`src/verilog/eti_pkg.sv`:
```
// Package of constants and carrier types for the two-wire EEPROM target interface
package eti_pkg;
	// ============================================================
	// Address byte layout
	// ============================================================
	localparam logic [3:0] ETI_TYPE_CODE    = 4'h5;  // Device-type code, value is arbitrary
	localparam logic [2:0] ETI_FIXED_ADDR   = 3'h1;  // Fixed address bits 0 0 1
	localparam int         ETI_DIR_POS      = 0;     // Direction bit position in address byte
	localparam logic       ETI_DIR_READ     = 1'b1;  // Direction value for a read
	localparam int         ETI_ACK_BIT      = 8;     // Bit index of the ninth clock
	localparam logic [7:0] ETI_RESET_BYTE   = 8'h00; // Reset value of the incoming shift register

	// ============================================================
	// Timing
	// ============================================================
	localparam int ETI_CLK_MHZ        = 100;        // Core clock rate
	localparam int ETI_PU_DELAY_US    = 350;        // Power-up ready delay, 0.35 ms
	localparam int ETI_PU_CYCLES      = ETI_PU_DELAY_US * ETI_CLK_MHZ;
	localparam int ETI_PROG_TIME_US   = 5000;       // Internal program time, 5 ms
	localparam int ETI_PROG_CYCLES    = ETI_PROG_TIME_US * ETI_CLK_MHZ;
	localparam int ETI_FIFO_DEPTH     = 32;         // Data FIFO depth

	// ============================================================
	// Carrier types
	// ============================================================
	typedef struct packed {
		logic [7:0] data;   // Byte value
		logic       first;  // First byte after the address byte
	} eti_byte_t;

	typedef enum logic [2:0] {
		ETI_ST_POWERUP,
		ETI_ST_IDLE,
		ETI_ST_ADDR,
		ETI_ST_WRITE,
		ETI_ST_READ,
		ETI_ST_RD_ACK,
		ETI_ST_IGNORE
	} eti_state_t;
endpackage : eti_pkg

```
`src/verilog/eti_target.sv`:
```
// Two-wire EEPROM target interface with its data FIFO
// Summary of operation
// - Standby after power-on, reset while supply low
// - Ready for commands after 0.35 ms
// - Sample on SCL rise, drive after fall
// - Open-drain SDA: pull low for zero
// - START detected; ignore bus before it
// - STOP detected; ends command
// - Match type code and fixed bits
// - Last address bit selects read/write
// - Acknowledge matching address on ninth clock
// - Ack write bytes unless protected or FIFO full; first byte always
// - Read: eight bits, release ninth clock
// - Continue reading while controller acknowledges
// - STOP after a write with an unprotected byte starts programming
// - No address ack while programming
`timescale 1ns/10ps

// ============================================================
// FIFO for received bytes
// ============================================================
module eti_fifo #(
	parameter int WIDTH = 9,
	parameter int DEPTH = 32
) (
	input  wire logic             core_clk,
	input  wire logic             rst_b,
	input  wire logic             flush,
	input  wire logic             in_valid,
	output logic                  in_ready,
	input  wire logic [WIDTH-1:0] in_data,
	output logic                  out_valid,
	input  wire logic             out_ready,
	output logic      [WIDTH-1:0] out_data
);
	localparam int AW = $clog2(DEPTH);

	initial begin
		if (DEPTH < 2 || (1 << AW) != DEPTH)
			$error("FIFO depth must be a power of two, at least 2");
	end

	logic [WIDTH-1:0] mem [DEPTH];  // Storage array
	logic [AW:0]      wr_ptr_reg;   // Write pointer with wrap bit
	logic [AW:0]      rd_ptr_reg;   // Read pointer with wrap bit

	// Full when pointers differ only in the wrap bit
	assign in_ready  = !((wr_ptr_reg[AW] != rd_ptr_reg[AW]) && (wr_ptr_reg[AW-1:0] == rd_ptr_reg[AW-1:0]));
	assign out_valid = (wr_ptr_reg != rd_ptr_reg);
	assign out_data  = mem[rd_ptr_reg[AW-1:0]];

	// Storage write, no reset needed for data
	always_ff @(posedge core_clk) begin
		if (in_valid && in_ready)
			mem[wr_ptr_reg[AW-1:0]] <= in_data;
	end

	// Pointer update
	always_ff @(posedge core_clk or negedge rst_b) begin
		if (!rst_b) begin
			wr_ptr_reg <= '0;
			rd_ptr_reg <= '0;
		end else if (flush) begin
			wr_ptr_reg <= '0;
			rd_ptr_reg <= '0;
		end else begin
			if (in_valid && in_ready)
				wr_ptr_reg <= wr_ptr_reg + 1'b1;
			if (out_valid && out_ready)
				rd_ptr_reg <= rd_ptr_reg + 1'b1;
		end
	end
endmodule : eti_fifo

// ============================================================
// Target interface top
// ============================================================
module eti_target
	import eti_pkg::*;
#(
	parameter int PU_CYCLES   = ETI_PU_CYCLES,
	parameter int PROG_CYCLES = ETI_PROG_CYCLES
) (
	input  wire logic  core_clk,
	input  wire logic  rst_b,          // Power-on reset from supply monitor
	input  wire logic  scl_in,
	input  wire logic  sda_in,
	output logic       sda_out,
	output logic       sda_oe,
	input  wire logic  wr_protected,   // Current write byte hits protected area
	output eti_byte_t  rx_byte,        // Received byte toward memory logic
	output logic       rx_valid,
	input  wire logic  rx_ready,
	input  wire logic  tx_valid,       // Read byte from memory logic
	output logic       tx_ready,
	input  wire logic  [7:0] tx_data,
	output logic       write_done,     // Pulse: write command with an unprotected byte closed by STOP
	output logic       busy,           // Ready delay or programming running
	output logic       dir_read        // Current command is a read
);
	initial begin
		if (PU_CYCLES < 1 || PROG_CYCLES < 1)
			$error("Cycle counts must be at least one");
	end

	// ============================================================
	// Pin synchronisers and edge detection
	// ============================================================
	logic [1:0] scl_sync_reg;  // Two-stage SCL synchroniser
	logic [1:0] sda_sync_reg;  // Two-stage SDA synchroniser
	logic       scl_d_reg;     // Delayed synchronised SCL
	logic       sda_d_reg;     // Delayed synchronised SDA

	// Pins come from another domain, double-flop them
	always_ff @(posedge core_clk or negedge rst_b) begin
		if (!rst_b) begin
			scl_sync_reg <= 2'h3;
			sda_sync_reg <= 2'h3;
			scl_d_reg    <= 1'b1;
			sda_d_reg    <= 1'b1;
		end else begin
			scl_sync_reg <= {scl_sync_reg[0], scl_in};
			sda_sync_reg <= {sda_sync_reg[0], sda_in};
			scl_d_reg    <= scl_sync_reg[1];
			sda_d_reg    <= sda_sync_reg[1];
		end
	end

	logic scl_s, sda_s, scl_rise, scl_fall, start_det, stop_det;
	assign scl_s     = scl_sync_reg[1];
	assign sda_s     = sda_sync_reg[1];
	assign scl_rise  = scl_s && !scl_d_reg;
	assign scl_fall  = !scl_s && scl_d_reg;
	assign start_det = scl_s && scl_d_reg && sda_d_reg && !sda_s;
	assign stop_det  = scl_s && scl_d_reg && !sda_d_reg && sda_s;

	// ============================================================
	// Power-up and programming timers
	// ============================================================
	logic [$clog2(PU_CYCLES+1)-1:0]   pu_cnt_reg;    // Ready delay counter
	logic [$clog2(PROG_CYCLES+1)-1:0] prog_cnt_reg;  // Programming cycle counter
	logic                             pu_done;
	logic                             prog_busy;
	logic                             launch_prog;

	assign pu_done   = (pu_cnt_reg == '0);
	assign prog_busy = (prog_cnt_reg != '0);
	assign busy      = !pu_done || prog_busy;

	// Reset holds the interface dead; count down to standby after release
	always_ff @(posedge core_clk or negedge rst_b) begin
		if (!rst_b)
			pu_cnt_reg <= $bits(pu_cnt_reg)'(PU_CYCLES);
		else if (!pu_done)
			pu_cnt_reg <= pu_cnt_reg - 1'b1;
	end

	// Programming runs a fixed time after a write STOP
	always_ff @(posedge core_clk or negedge rst_b) begin
		if (!rst_b)
			prog_cnt_reg <= '0;
		else if (launch_prog)
			prog_cnt_reg <= $bits(prog_cnt_reg)'(PROG_CYCLES);
		else if (prog_busy)
			prog_cnt_reg <= prog_cnt_reg - 1'b1;
	end

	// ============================================================
	// Bit engine
	// ============================================================
	eti_state_t state_reg;        // Protocol state
	logic [3:0] bit_cnt_reg;      // Clock index within the byte, 0..8; F before first clock
	logic [7:0] shift_reg;        // Incoming byte
	logic [7:0] tx_shift_reg;     // Outgoing byte
	logic       first_reg;        // Next received byte is the first data byte
	logic       ack_reg;          // Drive acknowledge in ninth clock
	logic       wrote_reg;        // An unprotected write byte was received
	logic       dir_reg;          // Read command flag
	logic       sda_low_reg;      // Drive SDA low
	logic [7:0] rx_full;
	logic       addr_match;
	logic       push;

	assign rx_full    = {shift_reg[6:0], sda_s};
	// Only the upper seven bits identify the target; bit 0 is direction
	assign addr_match = (rx_full[7:4] == ETI_TYPE_CODE) && (rx_full[3:1] == ETI_FIXED_ADDR);
	assign push       = (state_reg == ETI_ST_WRITE) && scl_rise && (bit_cnt_reg == 4'h7);
	assign launch_prog = stop_det && wrote_reg && (state_reg != ETI_ST_POWERUP);
	assign write_done = launch_prog;
	assign dir_read   = dir_reg;

	// Main sequencer
	always_ff @(posedge core_clk or negedge rst_b) begin
		if (!rst_b) begin
			state_reg   <= ETI_ST_POWERUP;
			bit_cnt_reg <= 4'h0;
			shift_reg   <= ETI_RESET_BYTE;
			first_reg   <= 1'b0;
			dir_reg     <= 1'b0;
			wrote_reg   <= 1'b0;
		end else if (state_reg == ETI_ST_POWERUP) begin
			if (pu_done)
				state_reg <= ETI_ST_IDLE;
		end else if (start_det) begin
			// Restart abandons any byte in flight
			state_reg   <= ETI_ST_ADDR;
			// Parked one below zero: the START's own SCL fall brings it to 0
			bit_cnt_reg <= 4'hF;
			wrote_reg   <= 1'b0;
		end else if (stop_det) begin
			state_reg   <= ETI_ST_IDLE;
			bit_cnt_reg <= 4'h0;
			wrote_reg   <= 1'b0;
			dir_reg     <= 1'b0;
		end else begin
			if (scl_rise) begin
				shift_reg <= rx_full;
				if (push) begin
					first_reg <= 1'b0;
					wrote_reg <= wrote_reg || !wr_protected;
				end
			end
			if (scl_fall && state_reg != ETI_ST_IDLE && state_reg != ETI_ST_IGNORE)
				bit_cnt_reg <= (bit_cnt_reg == 4'(ETI_ACK_BIT)) ? 4'h0 : bit_cnt_reg + 4'h1;
			unique case (state_reg)
				ETI_ST_IDLE, ETI_ST_IGNORE, ETI_ST_POWERUP: begin
					// Nothing on the bus counts until START
				end
				ETI_ST_ADDR: begin
					if (scl_rise && bit_cnt_reg == 4'h7) begin
						if (!addr_match || prog_busy)
							state_reg <= ETI_ST_IGNORE;
						else begin
							dir_reg   <= rx_full[ETI_DIR_POS];
							first_reg <= 1'b1;
						end
					end
					if (scl_fall && bit_cnt_reg == 4'(ETI_ACK_BIT))
						state_reg <= dir_reg ? ETI_ST_READ : ETI_ST_WRITE;
				end
				ETI_ST_WRITE: begin
				end
				ETI_ST_READ: begin
					if (scl_fall && bit_cnt_reg == 4'h7)
						state_reg <= ETI_ST_RD_ACK;
				end
				ETI_ST_RD_ACK: begin
					// Controller ack keeps data flowing, no-ack waits for STOP
					if (scl_rise)
						state_reg <= sda_s ? ETI_ST_IGNORE : ETI_ST_READ;
				end
			endcase
		end
	end

	// ============================================================
	// Acknowledge decision
	// ============================================================
	// Decided at the eighth rising edge, held through the ninth clock
	always_ff @(posedge core_clk or negedge rst_b) begin
		if (!rst_b)
			ack_reg <= 1'b0;
		else if (start_det || stop_det)
			ack_reg <= 1'b0;
		else if (scl_rise && bit_cnt_reg == 4'h7) begin
			if (state_reg == ETI_ST_ADDR)
				ack_reg <= addr_match && !prog_busy;
			else if (state_reg == ETI_ST_WRITE)
				ack_reg <= first_reg || (!wr_protected && rx_in_ready);
			else
				ack_reg <= 1'b0;
		end else if (scl_fall && bit_cnt_reg == 4'(ETI_ACK_BIT))
			ack_reg <= 1'b0;
	end

	// ============================================================
	// Read data path
	// ============================================================
	logic load_tx;
	// Load a fresh byte as the address byte's ninth clock ends; later read bytes load at an acknowledged ninth rise
	assign load_tx  = scl_fall && (((state_reg == ETI_ST_ADDR) && dir_reg && bit_cnt_reg == 4'(ETI_ACK_BIT))
	                  || ((state_reg == ETI_ST_RD_ACK) && 1'b0));
	assign tx_ready = load_tx || (state_reg == ETI_ST_READ && scl_fall && bit_cnt_reg == 4'h0 && 1'b0)
	                  || (state_reg == ETI_ST_RD_ACK && scl_rise && !sda_s);

	// Outgoing shift; empty source sends all ones, which reads as released
	always_ff @(posedge core_clk or negedge rst_b) begin
		if (!rst_b)
			tx_shift_reg <= 8'hFF;
		else if (tx_ready)
			tx_shift_reg <= tx_valid ? tx_data : 8'hFF;
		else if (state_reg == ETI_ST_READ && scl_fall && bit_cnt_reg < 4'h7)
			tx_shift_reg <= {tx_shift_reg[6:0], 1'b1};
	end

	// ============================================================
	// SDA drive
	// ============================================================
	// Driven only after SCL falls so data is stable while SCL high
	always_ff @(posedge core_clk or negedge rst_b) begin
		if (!rst_b)
			sda_low_reg <= 1'b0;
		else if (start_det || stop_det)
			sda_low_reg <= 1'b0;
		else if (scl_fall) begin
			if (state_reg == ETI_ST_ADDR && bit_cnt_reg == 4'h7)
				sda_low_reg <= ack_reg;
			else if (state_reg == ETI_ST_WRITE && bit_cnt_reg == 4'h7)
				sda_low_reg <= ack_reg;
			else if (state_reg == ETI_ST_ADDR && bit_cnt_reg == 4'(ETI_ACK_BIT) && dir_reg)
				sda_low_reg <= tx_valid ? !tx_data[7] : 1'b0;
			else if (state_reg == ETI_ST_READ && bit_cnt_reg == 4'(ETI_ACK_BIT))
				sda_low_reg <= !tx_shift_reg[7];
			else if (state_reg == ETI_ST_READ && bit_cnt_reg != 4'h7)
				sda_low_reg <= !tx_shift_reg[6];
			else
				sda_low_reg <= 1'b0;
		end else if (state_reg == ETI_ST_RD_ACK && scl_rise && !sda_s)
			sda_low_reg <= 1'b0;
	end

	// Release for one, pull low for zero
	assign sda_out = 1'b0;
	assign sda_oe  = sda_low_reg;

	// ============================================================
	// Receive FIFO
	// ============================================================
	eti_byte_t rx_in;
	logic      rx_in_ready;
	assign rx_in.data  = rx_full;
	assign rx_in.first = first_reg;

	eti_fifo #(
		.WIDTH ($bits(eti_byte_t)),
		.DEPTH (ETI_FIFO_DEPTH)
	) u_rx_fifo (
		.core_clk  (core_clk),
		.rst_b     (rst_b),
		.flush     (1'b0),
		.in_valid  (push && (first_reg || !wr_protected)),
		.in_ready  (rx_in_ready),
		.in_data   (rx_in),
		.out_valid (rx_valid),
		.out_ready (rx_ready),
		.out_data  (rx_byte)
	);
endmodule : eti_target

```
`config.mk`:
```
export PLATFORM = sky130hd
export DESIGN_NAME = eti_target
export DESIGN_NICKNAME = d
export VERILOG_FILES = /design/src/verilog/eti_pkg.sv /design/src/verilog/eti_target.sv
export SDC_FILE = /design/constraint.sdc
export NUM_CORES = 1
export LEC_CHECK = 0
export BUFFER_PORTS_ARGS = -buffer_cell sky130_fd_sc_hd__buf_2
export CORE_UTILIZATION = 25
export DETAILED_ROUTE_END_ITERATION = 8
export SKIP_LAST_GASP = 1
export SLEW_MARGIN = 20
export SYNTH_ARGS = -nofsm -noshare
export SYNTH_HDL_FRONTEND = slang
export SYNTH_SLANG_ARGS = --single-unit
export TNS_END_PERCENT = 50
```
`constraint.sdc`:
```
create_clock -name core_clk -period 3.9 [get_ports core_clk]
set_clock_uncertainty 0.2 [all_clocks]
set_input_delay 0.195 -clock core_clk [delete_from_list [all_inputs] [get_ports core_clk]]
set_output_delay 0.195 -clock core_clk [all_outputs]
set_load 0.03 [all_outputs]
```
==> reports/results.tsv, run 1 <==
stage	metric	value	unit
drt	vias	8234	
global_route	grt_pass1_wl	54000	um
floorplanning	start_util	0.253	
layout	layout-drive-gt1-share	0.239	
drt	postRouteAntennaNets	0	
drt	dr.first_iter.drc_count	754	
place	globalplace.congestion	0.790	
global_route	grt_usage	0.114	
worst_setup_path	timing.rr.start	scl_sync_reg[1]$_DFF_PN1_	
floorplanning	ioPinCount	31	
layout	nets	972	
floorplanning	die_y	249	um
sta	layout_worst_path_cycle_share	0.944	
synthesis	netlist_area	15300	um^2
clocking	cts-htree-levels	2	
clocking	clock_latency	540	ps
sta	hold_viol	0	
sta	max_slew.worst_pin.slew	1020	ps
synthesis	synth_flop_cell	edfxtp_1	
synthesis	synthArstFlopShare	0.217	
floorplanning	dieArea	62100	um^2
clocking	cts_root_buffer	clkbuf_16	
synthesis	synth-edff-count	288	
drt	firstDrtPassIters	5	
global_route	grt_pass1_vias	8455	
drt	drt-wirelength-per-cell	20.0	um
sta	slew_headroom	0.320	
sta	setup_tns	0	ps
drt	drc	0	
layout	largest_reg_flops	288	
clocking	cts_buffers	40	
floorplanning	core_area	60400	um^2
synthesis	syn_inst	881	
drt	vias_per_cell	4.68	
sta	max_freq	0.272	GHz
worst_setup_path	critPathKind	flip-flop to flip-flop	
worst_setup_path	r2r_end	u_rx_fifo.mem[23][8]$_DFFE_PP_	
synthesis	yosys_register_bits	368	
global_route	antenna_found_initial	0	
worst_setup_path	critPathArrivalTime	3630	ps
job	drv_cap	0	
worst_setup_path	cp_max_fo	11	
status	status	finished, final reports clean	
floorplanning	num_rows	90	
synthesis	synth.net_count	906	
drt	finalWirelength	35100	um
sta	finalSetupViolCount	0	
layout	utilization	0.295	
clocking	path_clk_slew	60	ps
layout	fill_cells	5900	
synthesis	seq_area_frac_synth	0.699	
synthesis	synth.distinct_cells	61	
layout	syn2layout_area_growth	16.6	%
worst_setup_path	rr_worst_depth	5	
place	hpwlAfterDp	21800	um
hold_path	min_path_type	primary input to asynchronous set/reset pin	
clocking	cts_buffer_depth	3	
worst_setup_path	cp_data_required_time	3850	ps
layout	antenna_cells	0	
sta	whs	43.5	ps
floorplanning	die_x	249	um
clocking	cts_tree	yes	
clocking	cts_resized	0	
worst_setup_path	crit_path_start_kind	flip-flop	
worst_setup_path	rrSetupSlack	220	ps
power	power_density	693	nW/um^2
sta	rsz0062_at_grt	false	
synthesis	ys_warn_count	0	
sta	drv_slew	0	
sta	period_minus_slack	3680	ps
clocking	cts.sinks	368	
global_route	gr-total-overflow	0	
power	leakage	6.01	nW
worst_setup_path	critPathCaptureType	flip-flop	
synthesis	avgSynthCellArea	17.3	um^2
global_route	grt_max_degree	76	
power	irDropWorstVdd	0.355	mV
place	io_buffers	29	
layout make-up:
| class | instances | area (um^2) | share of cell area |
|---|---|---|---|
| Inverter | 14 | 52.6 | 0.00295 |
| Clock inverter | 26 | 206 | 0.0116 |
| Tap cell | 782 | 978 | 0.0550 |
| Clock buffer | 48 | 1050 | 0.0591 |
| Multi-Input combinational cell | 461 | 4380 | 0.246 |
| Sequential cell | 368 | 10700 | 0.600 |
| Timing Repair Buffer | 62 | 443 | 0.0249 |
cells in the final DEF (no fill, tap or decap), types with 16 or more instances in the layout:
| cell | count |
|---|---|
| nor2_1 | 67 |
| clkbuf_16 | 41 |
| dfstp_2 | 20 |
| xor2_1 | 23 |
| buf_2 | 28 |
| mux2i_1 | 36 |
| mux4_2 | 81 |
| buf_4 | 19 |
| xnor2_1 | 19 |
| nand3_1 | 16 |
| o21ai_0 | 18 |
| nand2_1 | 34 |
| edfxtp_1 | 288 |
| dfrtp_1 | 53 |
synthesized netlist by cell type, types with 3 or more instances:
cell type  instances  share of area
o311a_1            3         0.0020
o21ai_0           18         0.0059
nand2_1           34         0.0084
nor2_1            67          0.016
buf_2              9         0.0029
nor4_1             9         0.0037
nand4_1            9         0.0037
dfstp_2           20          0.034
buf_4              4         0.0020
or3b_2             3         0.0017
or4_1              3         0.0015
inv_1             14         0.0034
or3_1              5         0.0020
edfxtp_1         288           0.57
clkbuf_1          19         0.0047
mux2_2             9         0.0066
nand3b_1           7         0.0034
a22oi_1            9         0.0044
a211oi_1           4         0.0020
a21oi_1            7         0.0023
o211ai_1           4         0.0020
xnor2_1           19          0.011
o21a_1            11         0.0054
nand2b_1           8         0.0033
xor2_1            23          0.013
mux4_2            81           0.12
dfrtp_1           60          0.098
nor2b_1           10         0.0041
nor3_1            15         0.0049
ha_1              10         0.0082
buf_1              6         0.0015
nor3b_1            4         0.0020
mux2i_1           36          0.024
nand3_1           16         0.0052
and3b_1            3         0.0017
power by group:
part           switching (mW)  internal (mW)
Sequential              0.532           4.81
Clock                    1.56           2.08
Combinational            1.90           1.45
Total                    3.99           8.34
worst max path at each step:
| stage | from | end | slack (ps) | cells after the start |
|---|---|---|---|---|
| floorplan | scl_sync_reg[1]$_DFF_PN1_ | u_rx_fifo.mem[0][0]$_DFFE_PP_ | 1110 | 7 |
| global placement | scl_sync_reg[1]$_DFF_PN1_ | u_rx_fifo.mem[11][2]$_DFFE_PP_ | 320 | 5 |
| detailed placement | scl_sync_reg[1]$_DFF_PN1_ | u_rx_fifo.mem[27][1]$_DFFE_PP_ | 270 | 5 |
| CTS | scl_sync_reg[1]$_DFF_PN1_ | u_rx_fifo.mem[27][5]$_DFFE_PP_ | 250 | 5 |
| global route | scl_sync_reg[1]$_DFF_PN1_ | u_rx_fifo.mem[23][8]$_DFFE_PP_ | 30 | 5 |
| finish | scl_sync_reg[1]$_DFF_PN1_ | u_rx_fifo.mem[23][8]$_DFFE_PP_ | 220 | 5 |
critical path, cell delays in order (launching register included):
cell,delay [ps]
dfstp_2,610
nand3b_1,200
nor4_1,520
o311a_1,510
nand2_1,510
nor2_1,760
logic make-up (layout without fill, tap and decap cells):
group	Yosys count	in the layout	synth area share
buf+inv	52	150	0.0145
fa+ha+maj	10	10	0.00819
flops	368	368	0.699
simple gates	207	207	0.0701
xor+xnor	42	42	0.0241
compound gates	75	75	0.0341
mux	126	126	0.150
other cells	1	1	0.000246
metal layers:
layer | global-route usage | part of all wire | vias up
li1 | - | - | 3609
met1 | 0.167 | 0.47 | 4263
met2 | 0.169 | 0.44 | 304
met3 | 0.0263 | 0.069 | 58
met4 | 0.0273 | 0.019 | 0
met5 | 0 | 0 | -
metrics by stage:
| stage | std cells | total power, mW | worst slack (ps) | area (um^2) |
|---|---|---|---|---|
| 6_report | 1761 | 12.3 | 220 | 17800 |
| 5_1_grt | 1761 | 12.9 | 26.7 | 17800 |
| 2_1_floorplan | 881 | 7.60 | 1110 | 15300 |
| 3_3_place_gp | 1673 | 8.74 | 322 | 16400 |
| 3_5_place_dp | 1673 | 8.79 | 269 | 16400 |
| 4_1_cts | 1761 | 12.4 | 246 | 17800 |
what timing repair did:
item	CTS	global route
setup buffers	0	0
hold buffers	14	0
endpoints found under the hold margin	62	0
Power figures use the tool's default switching activity.
==> inputs of run 2 (changes only) <==
==> constraint.sdc (replaced) <==
create_clock -name core_clk -period 3.6 [get_ports core_clk]
set_clock_uncertainty 0.2 [all_clocks]
set_input_delay 0.18 -clock core_clk [delete_from_list [all_inputs] [get_ports core_clk]]
set_output_delay 0.18 -clock core_clk [all_outputs]
set_load 0.03 [all_outputs]
==> run 2 against run 1 <==
  * Sequential share of layout area down 0.96 points
  * Clock power rose by 6.3%
  * Sequential power up 4.9%
  * Global-route usage rose by 0.069 points
  * Design area up 1.6%
  * Non-clock buffer count up 36
  * Core utilization up 0.47 points
  * Via count up 2.0%
  * Die area stayed put
  * Worst setup slack improved by 61 ps
  * Critical path depth is the same
  * Critical path type is now flip-flop to output pin
  * Largest cell class unchanged
==> reports/results.tsv, run 2 (synthesis gave the netlist of run 1 again) <==
stage	metric	value	unit	change
floorplanning	dieArea	62100	um^2	unchanged
clocking	clock_latency	540	ps	about the same
hold_path	min_path_type	primary input to asynchronous set/reset pin		
sta	period_minus_slack	3320	ps	
clocking	cts_tree	yes		
place	globalplace.congestion	0.820		+3.7%
layout	fill_cells	5919		+0.32%
power	irDropWorstVdd	0.528	mV	+49%
worst_setup_path	critPathCaptureType	output pin		
clocking	path_clk_slew	60	ps	about the same
drt	drt-wirelength-per-cell	19.8	um	-0.69%
sta	whs	70.3	ps	+26.8 ps
sta	slew_headroom	0.465		+0.146
global_route	antenna_found_initial	0		unchanged
global_route	grt_usage	0.115		+0.000695
global_route	gr-total-overflow	0		unchanged
layout	nets	1006		+3.5%
layout	layout_commonest_cell	edfxtp_1		
global_route	grt_pass1_vias	8474		+0.22%
clocking	cts_buffers	38		-5.0%
clocking	cts_buffer_depth	3		unchanged
floorplanning	die_x	249	um	unchanged
floorplanning	start_util	0.253		unchanged
layout	multiInputGateArea	4380	um^2	unchanged
worst_setup_path	max_stage_delay	620	ps	-140 ps
drt	postRouteAntennaNets	0		unchanged
worst_setup_path	critPathBufInv	2		+2
worst_setup_path	critPathKind	flip-flop to output pin		
layout	largest_reg_flops	288		unchanged
place	placed_cell_area	16700	um^2	+1.7%
drt	finalWirelength	35500	um	+1.1%
sta	drv_slew	0		unchanged
sta	finalSetupViolCount	0		unchanged
sta	rsz0062_at_grt	false		
sta	setup_tns	0	ps	unchanged
clocking	cts-htree-levels	2		unchanged
clocking	cts_root_buffer	clkbuf_16		
layout	antenna_cells	0		unchanged
layout	layout-drive-gt1-share	0.266		+0.0271
layout	syn2layout_area_growth	18.4	%	
drt	drc	0		unchanged
drt	dr.first_iter.drc_count	726		-3.7%
sta	hold_viol	0		unchanged
drt	vias_per_cell	4.69		+0.21%
global_route	grt_pass1_wl	54000	um	-0.11%
floorplanning	core_area	60400	um^2	unchanged
floorplanning	ioPinCount	31		unchanged
worst_setup_path	crit_path_start_kind	flip-flop		
worst_setup_path	cp_max_fo	13		+2
worst_setup_path	critPathArrivalTime	2940	ps	-690 ps
layout	utilization	0.300		+0.00466
power	leakage	6.20	nW	+3.2%
sta	max_slew.worst_pin.slew	802	ps	-219 ps
place	io_buffers	29		unchanged
floorplanning	num_rows	90		unchanged
sta	max_freq	0.301	GHz	
status	status	finished, final reports clean		
global_route	grt_max_degree	76		unchanged
worst_setup_path	cp_top_family	multiplexers		
floorplanning	die_y	249	um	unchanged
layout	design_area	18100	um^2	+1.6%
clocking	cts.sinks	368		unchanged
worst_setup_path	crit_chain	buf_4 > mux4_2 > mux4_2 > o21a_1 > buf_2		
place	hpwlAfterDp	22000	um	+0.90%
worst_setup_path	cp_common_cell	mux4_2		
layout	register_area	10700	um^2	about the same
power	power	13.5	mW	+9.1%
worst_setup_path	slowest_stage	dfrtp_4		
drt	vias	8401		+2.0%
power	power_density	744	nW/um^2	+7.4%
layout	most-common-layout-cells	edfxtp_1 (288), mux4_2 (81), nor2_1 (67)		
drt	firstDrtPassIters	5		unchanged
job	drv_cap	0		unchanged
sta	layout_worst_path_cycle_share	0.922		
worst_setup_path	cp_data_required_time	3220	ps	-630 ps
==> run 2: final timing paths <==
kind | from | endpoint | slack, ps | cells past startpoint
setup / recovery | u_rx_fifo.rd_ptr_reg[0]$_DFFE_PN0P_ | rx_byte[5] | 280 | 5
hold / removal | rst_b | pu_cnt_reg[0]$_DFFE_PN0P_ | 70 | 2
setup reg to reg | scl_sync_reg[1]$_DFF_PN1_ | u_rx_fifo.mem[4][3]$_DFFE_PP_ | 310 | 6
hold reg to reg | sda_sync_reg[0]$_DFF_PN1_ | sda_sync_reg[1]$_DFF_PN1_ | 150 | 0
max in group asynchronous | rst_b | scl_d_reg$_DFF_PN1_ | 2240 | 3
min in group core_clk | scl_in | scl_sync_reg[0]$_DFF_PN1_ | 110 | 2
==> run 2: what timing repair did <==
action / 4_1_cts / 5_1_grt
endpoints found under the hold margin: 70 / 0
setup endpoints to repair: 0 / 3
gates resized for setup: 0 / 0
hold buffers: 14 / 0
buffers inserted: 0 / 1
==> run 2: area by class of cell <==
cell class,count,share of cell area
Clock buffer,43,0.0548
Clock inverter,27,0.0133
Timing Repair Buffer,98,0.0418
Multi-Input combinational cell,461,0.242
Inverter,14,0.00291
Sequential cell,368,0.591
Tap cell,782,0.0541
==> run 2: per-stage QoR <==
stage / std cells / worst slack (ps)
2_1_floorplan: 881 / 808
3_3_place_gp: 1708 / 511
3_5_place_dp: 1708 / 388
4_1_cts: 1792 / 73.3
5_1_grt: 1793 / 65.7
6_report: 1793 / 281
==> run 2: per-layer routing <==
layer	GRT usage	part of all wire	vias to the layer above
met4	0.0256	0.015	0
li1	-	-	3685
met3	0.0263	0.074	40
met2	0.170	0.44	323
met1	0.169	0.47	4353
met5	0	0	-
==> run 2: power by group <==
| part | switching [mW] | leakage [nW] | internal (mW) | total, mW |
|---|---|---|---|---|
| sequential | 0.397 | 3.56 | 5.21 | 5.61 |
| combinational | 2.30 | 2.06 | 1.68 | 3.98 |
| clock | 1.71 | 0.587 | 2.17 | 3.87 |
==> inputs of run 3 (changes only) <==
--- a/config.mk
+++ b/config.mk
@@ -8,6 +8,7 @@
 export BUFFER_PORTS_ARGS = -buffer_cell sky130_fd_sc_hd__buf_2
 export CORE_UTILIZATION = 25
 export DETAILED_ROUTE_END_ITERATION = 8
+export REMOVE_ABC_BUFFERS = 1
 export SKIP_LAST_GASP = 1
 export SLEW_MARGIN = 20
 export SYNTH_ARGS = -nofsm -noshare
==> constraint.sdc (replaced) <==
create_clock -name core_clk -period 2.7 [get_ports core_clk]
set_clock_uncertainty 0.2 [all_clocks]
set_input_delay 0.135 -clock core_clk [delete_from_list [all_inputs] [get_ports core_clk]]
set_output_delay 0.135 -clock core_clk [all_outputs]
set_load 0.03 [all_outputs]
==> run 3 against run 2 <==
  * The run now ends with setup timing left
  * Sequential power is 30% higher
  * Largest power group unchanged
  * Non-clock buffer count is 45 higher
  * Clock power is 39% higher
  * Wire length is 5.2% lower
  * Highest routed layer unchanged
==> reports/results.tsv, run 3 (synthesis gave the netlist of run 1 again) <==
stage	metric	value	unit	change
worst_setup_path	cp_data_required_time	2370	ps	-850 ps
sta	hold_viol	0		unchanged
layout	layout-drive-gt1-share	0.304		+0.0379
worst_setup_path	max_stage_delay	520	ps	-100 ps
clocking	cts_tree	yes		
worst_setup_path	critPathCaptureType	output pin		
global_route	busiest_layer	met2		
sta	finalSetupViolCount	9		+9
status	status	finished with violations		
layout	layout_commonest_cell	edfxtp_1		
worst_setup_path	cp_max_fo	7		-6
floorplanning	ioPinCount	31		unchanged
sta	drv_slew	0		unchanged
layout	antenna_cells	0		unchanged
floorplanning	start_util	0.253		unchanged
global_route	grt_usage	0.109		-0.00570
sta	rsz0062_at_grt	true		
sta	setup_tns	-3180	ps	-3180 ps
sta	slew_headroom	0.508		+0.0422
layout	utilization	0.310		+0.0100
worst_setup_path	crit_chain	buf_12 > buf_16 > mux4_2 > mux4_2 > o21a_1 > buf_6		
global_route	met1_usage	0.154		-0.0148
global_route	grtUsageMet3	0.0236		-0.00272
sta	period_minus_slack	3090	ps	
drt	drc	0		unchanged
clocking	cts_buffers	38		unchanged
place	hpwlAfterDp	21600	um	-1.5%
clocking	path_clk_slew	60	ps	about the same
worst_setup_path	critPathKind	flip-flop to output pin		
global_route	grt_pass1_wl	52400	um	-3.0%
clocking	cts-htree-levels	2		unchanged
global_route	gr-usage-met2	0.167		-0.00240
status	violations	setup timing		
sta	max_freq	0.324	GHz	
power	power_density	996	nW/um^2	+34%
floorplanning	core_area	60400	um^2	unchanged
layout	syn2layout_area_growth	22.4	%	
worst_setup_path	slowest_stage	mux4_2		
place	globalplace.congestion	0.835		+1.9%
worst_setup_path	crit_path_start_kind	flip-flop		
layout	most-common-layout-cells	edfxtp_1 (288), buf_4 (84), mux4_2 (81)		
global_route	antenna_found_initial	0		unchanged
job	drv_cap	0		unchanged
place	io_buffers	29		unchanged
clocking	cts.sinks	368		unchanged
floorplanning	num_rows	90		unchanged
clocking	cts_buffer_depth	3		unchanged
worst_setup_path	rr_worst_depth	8		+2
hold_path	min_path_type	primary input to asynchronous set/reset pin		
drt	vias	8313		-1.0%
drt	postRouteAntennaNets	0		unchanged
drt	firstDrtPassIters	4		-1
power	irDropWorstVdd	0.494	mV	-6.5%
sta	max_slew.worst_pin.slew	739	ps	-63.2 ps
drt	dr.first_iter.drc_count	588		-19%
global_route	grt_max_degree	53		-30%
floorplanning	die_y	249	um	unchanged
drt	drt-wirelength-per-cell	18.3	um	-7.5%
global_route	grt_pass1_vias	8580		+1.3%
sta	fin_ws	-385	ps	-666 ps
worst_setup_path	critPathArrivalTime	2750	ps	-190 ps
global_route	gr-total-overflow	0		unchanged
layout	largest_reg_flops	288		unchanged
clocking	cts_root_buffer	clkbuf_16		
power	leakage	6.55	nW	+5.5%
sta	layout_worst_path_cycle_share	1.14		
layout	nets	1051		+4.5%
worst_setup_path	cp_common_cell	mux4_2		
floorplanning	dieArea	62100	um^2	unchanged
drt	vias_per_cell	4.52		-3.5%
drt	finalWirelength	33700	um	-5.2%
clocking	clock_latency	540	ps	about the same
floorplanning	die_x	249	um	unchanged
[run 3: cell count changes in the layout (fill, tap and decap cells not counted), sizes merged]
cell | previous run | this run
inv | 20 | 17
clkinv | 13 | 14
buf | 83 | 122
clkinvlp | 6 | 2
dlygate4sd3 | 14 | 21
bufinv | 2 | 4
clkbuf | 44 | 47
[run 3: power breakdown]
group	internal (mW)	total [mW]	leakage [nW]	switching [mW]
sequential	6.94	7.27	3.55	0.330
clock	3.17	5.37	0.639	2.20
combinational	2.70	5.96	2.35	3.26
total	12.8	18.6	6.55	5.79
[run 3: timing repair]
| item | 4_1_cts | 5_1_grt |
|---|---|---|
| pin swaps | 1 | 8 |
| gates resized for setup | 14 | 30 |
| setup endpoints to repair | 18 | 262 |
| cloned | 3 | 0 |
| buffers inserted | 5 | 10 |
| hold buffers | 21 | 0 |
| hold endpoints to repair | 85 | 0 |
[run 3: final timing paths]
| path | from | endpoint | slack (ps) |
|---|---|---|---|
| max in group asynchronous | rst_b | tx_shift_reg[3]$_DFFE_PN1P_ | 1570 |
| hold reg to reg | sda_sync_reg[0]$_DFF_PN1_ | sda_sync_reg[1]$_DFF_PN1_ | 160 |
| min in group core_clk | scl_in | scl_sync_reg[0]$_DFF_PN1_ | 60 |
| hold / removal | rst_b | pu_cnt_reg[2]$_DFFE_PN0P_ | 20 |
| setup / recovery | u_rx_fifo.rd_ptr_reg[0]$_DFFE_PN0P_ | rx_byte[1] | -390 |
| setup reg to reg | u_rx_fifo.rd_ptr_reg[0]$_DFFE_PN0P_ | u_rx_fifo.mem[14][7]$_DFFE_PP_ | 140 |
[run 3: through the flow]
step	area [um^2]	instances	total power [mW]	hold slack (ps)	setup slack, ps
2_1_floorplan	15100	843	11.0	-361	-2200
3_3_place_gp	16900	1731	12.8	49.3	-0.617
3_5_place_dp	16900	1731	12.9	49.7	13.7
4_1_cts	18600	1830	18.8	35.1	-410
5_1_grt	18700	1838	19.5	53.5	-433
6_report	18700	1838	18.6	24.4	-385
[run 3: layout make-up]
class | count | area (um^2)
Clock inverter | 23 | 249
Sequential cell | 368 | 10700
Inverter | 14 | 52.6
Multi-Input combinational cell | 461 | 4440
Clock buffer | 47 | 1050
Timing Repair Buffer | 143 | 1240
Fill cell | 5883 | 41700
Tap cell | 782 | 978
[run 3: per-layer routing]
metal  part of all wire  vias to the layer above  wire length, um
li1                   -                     3776                -
met1               0.47                     4271            15700
met2               0.46                      219            15400
met3              0.058                       47             1950
met4              0.019                        0              640
met5                  0                        -                0
[run 3: critical path, delay by kind of cell (launching register included)]
kind                   cells  cell delay, ps
AO/OA/AOI/OAI              1             250
flip-flops                 1             510
buffers and inverters      3             440
multiplexers               2             990
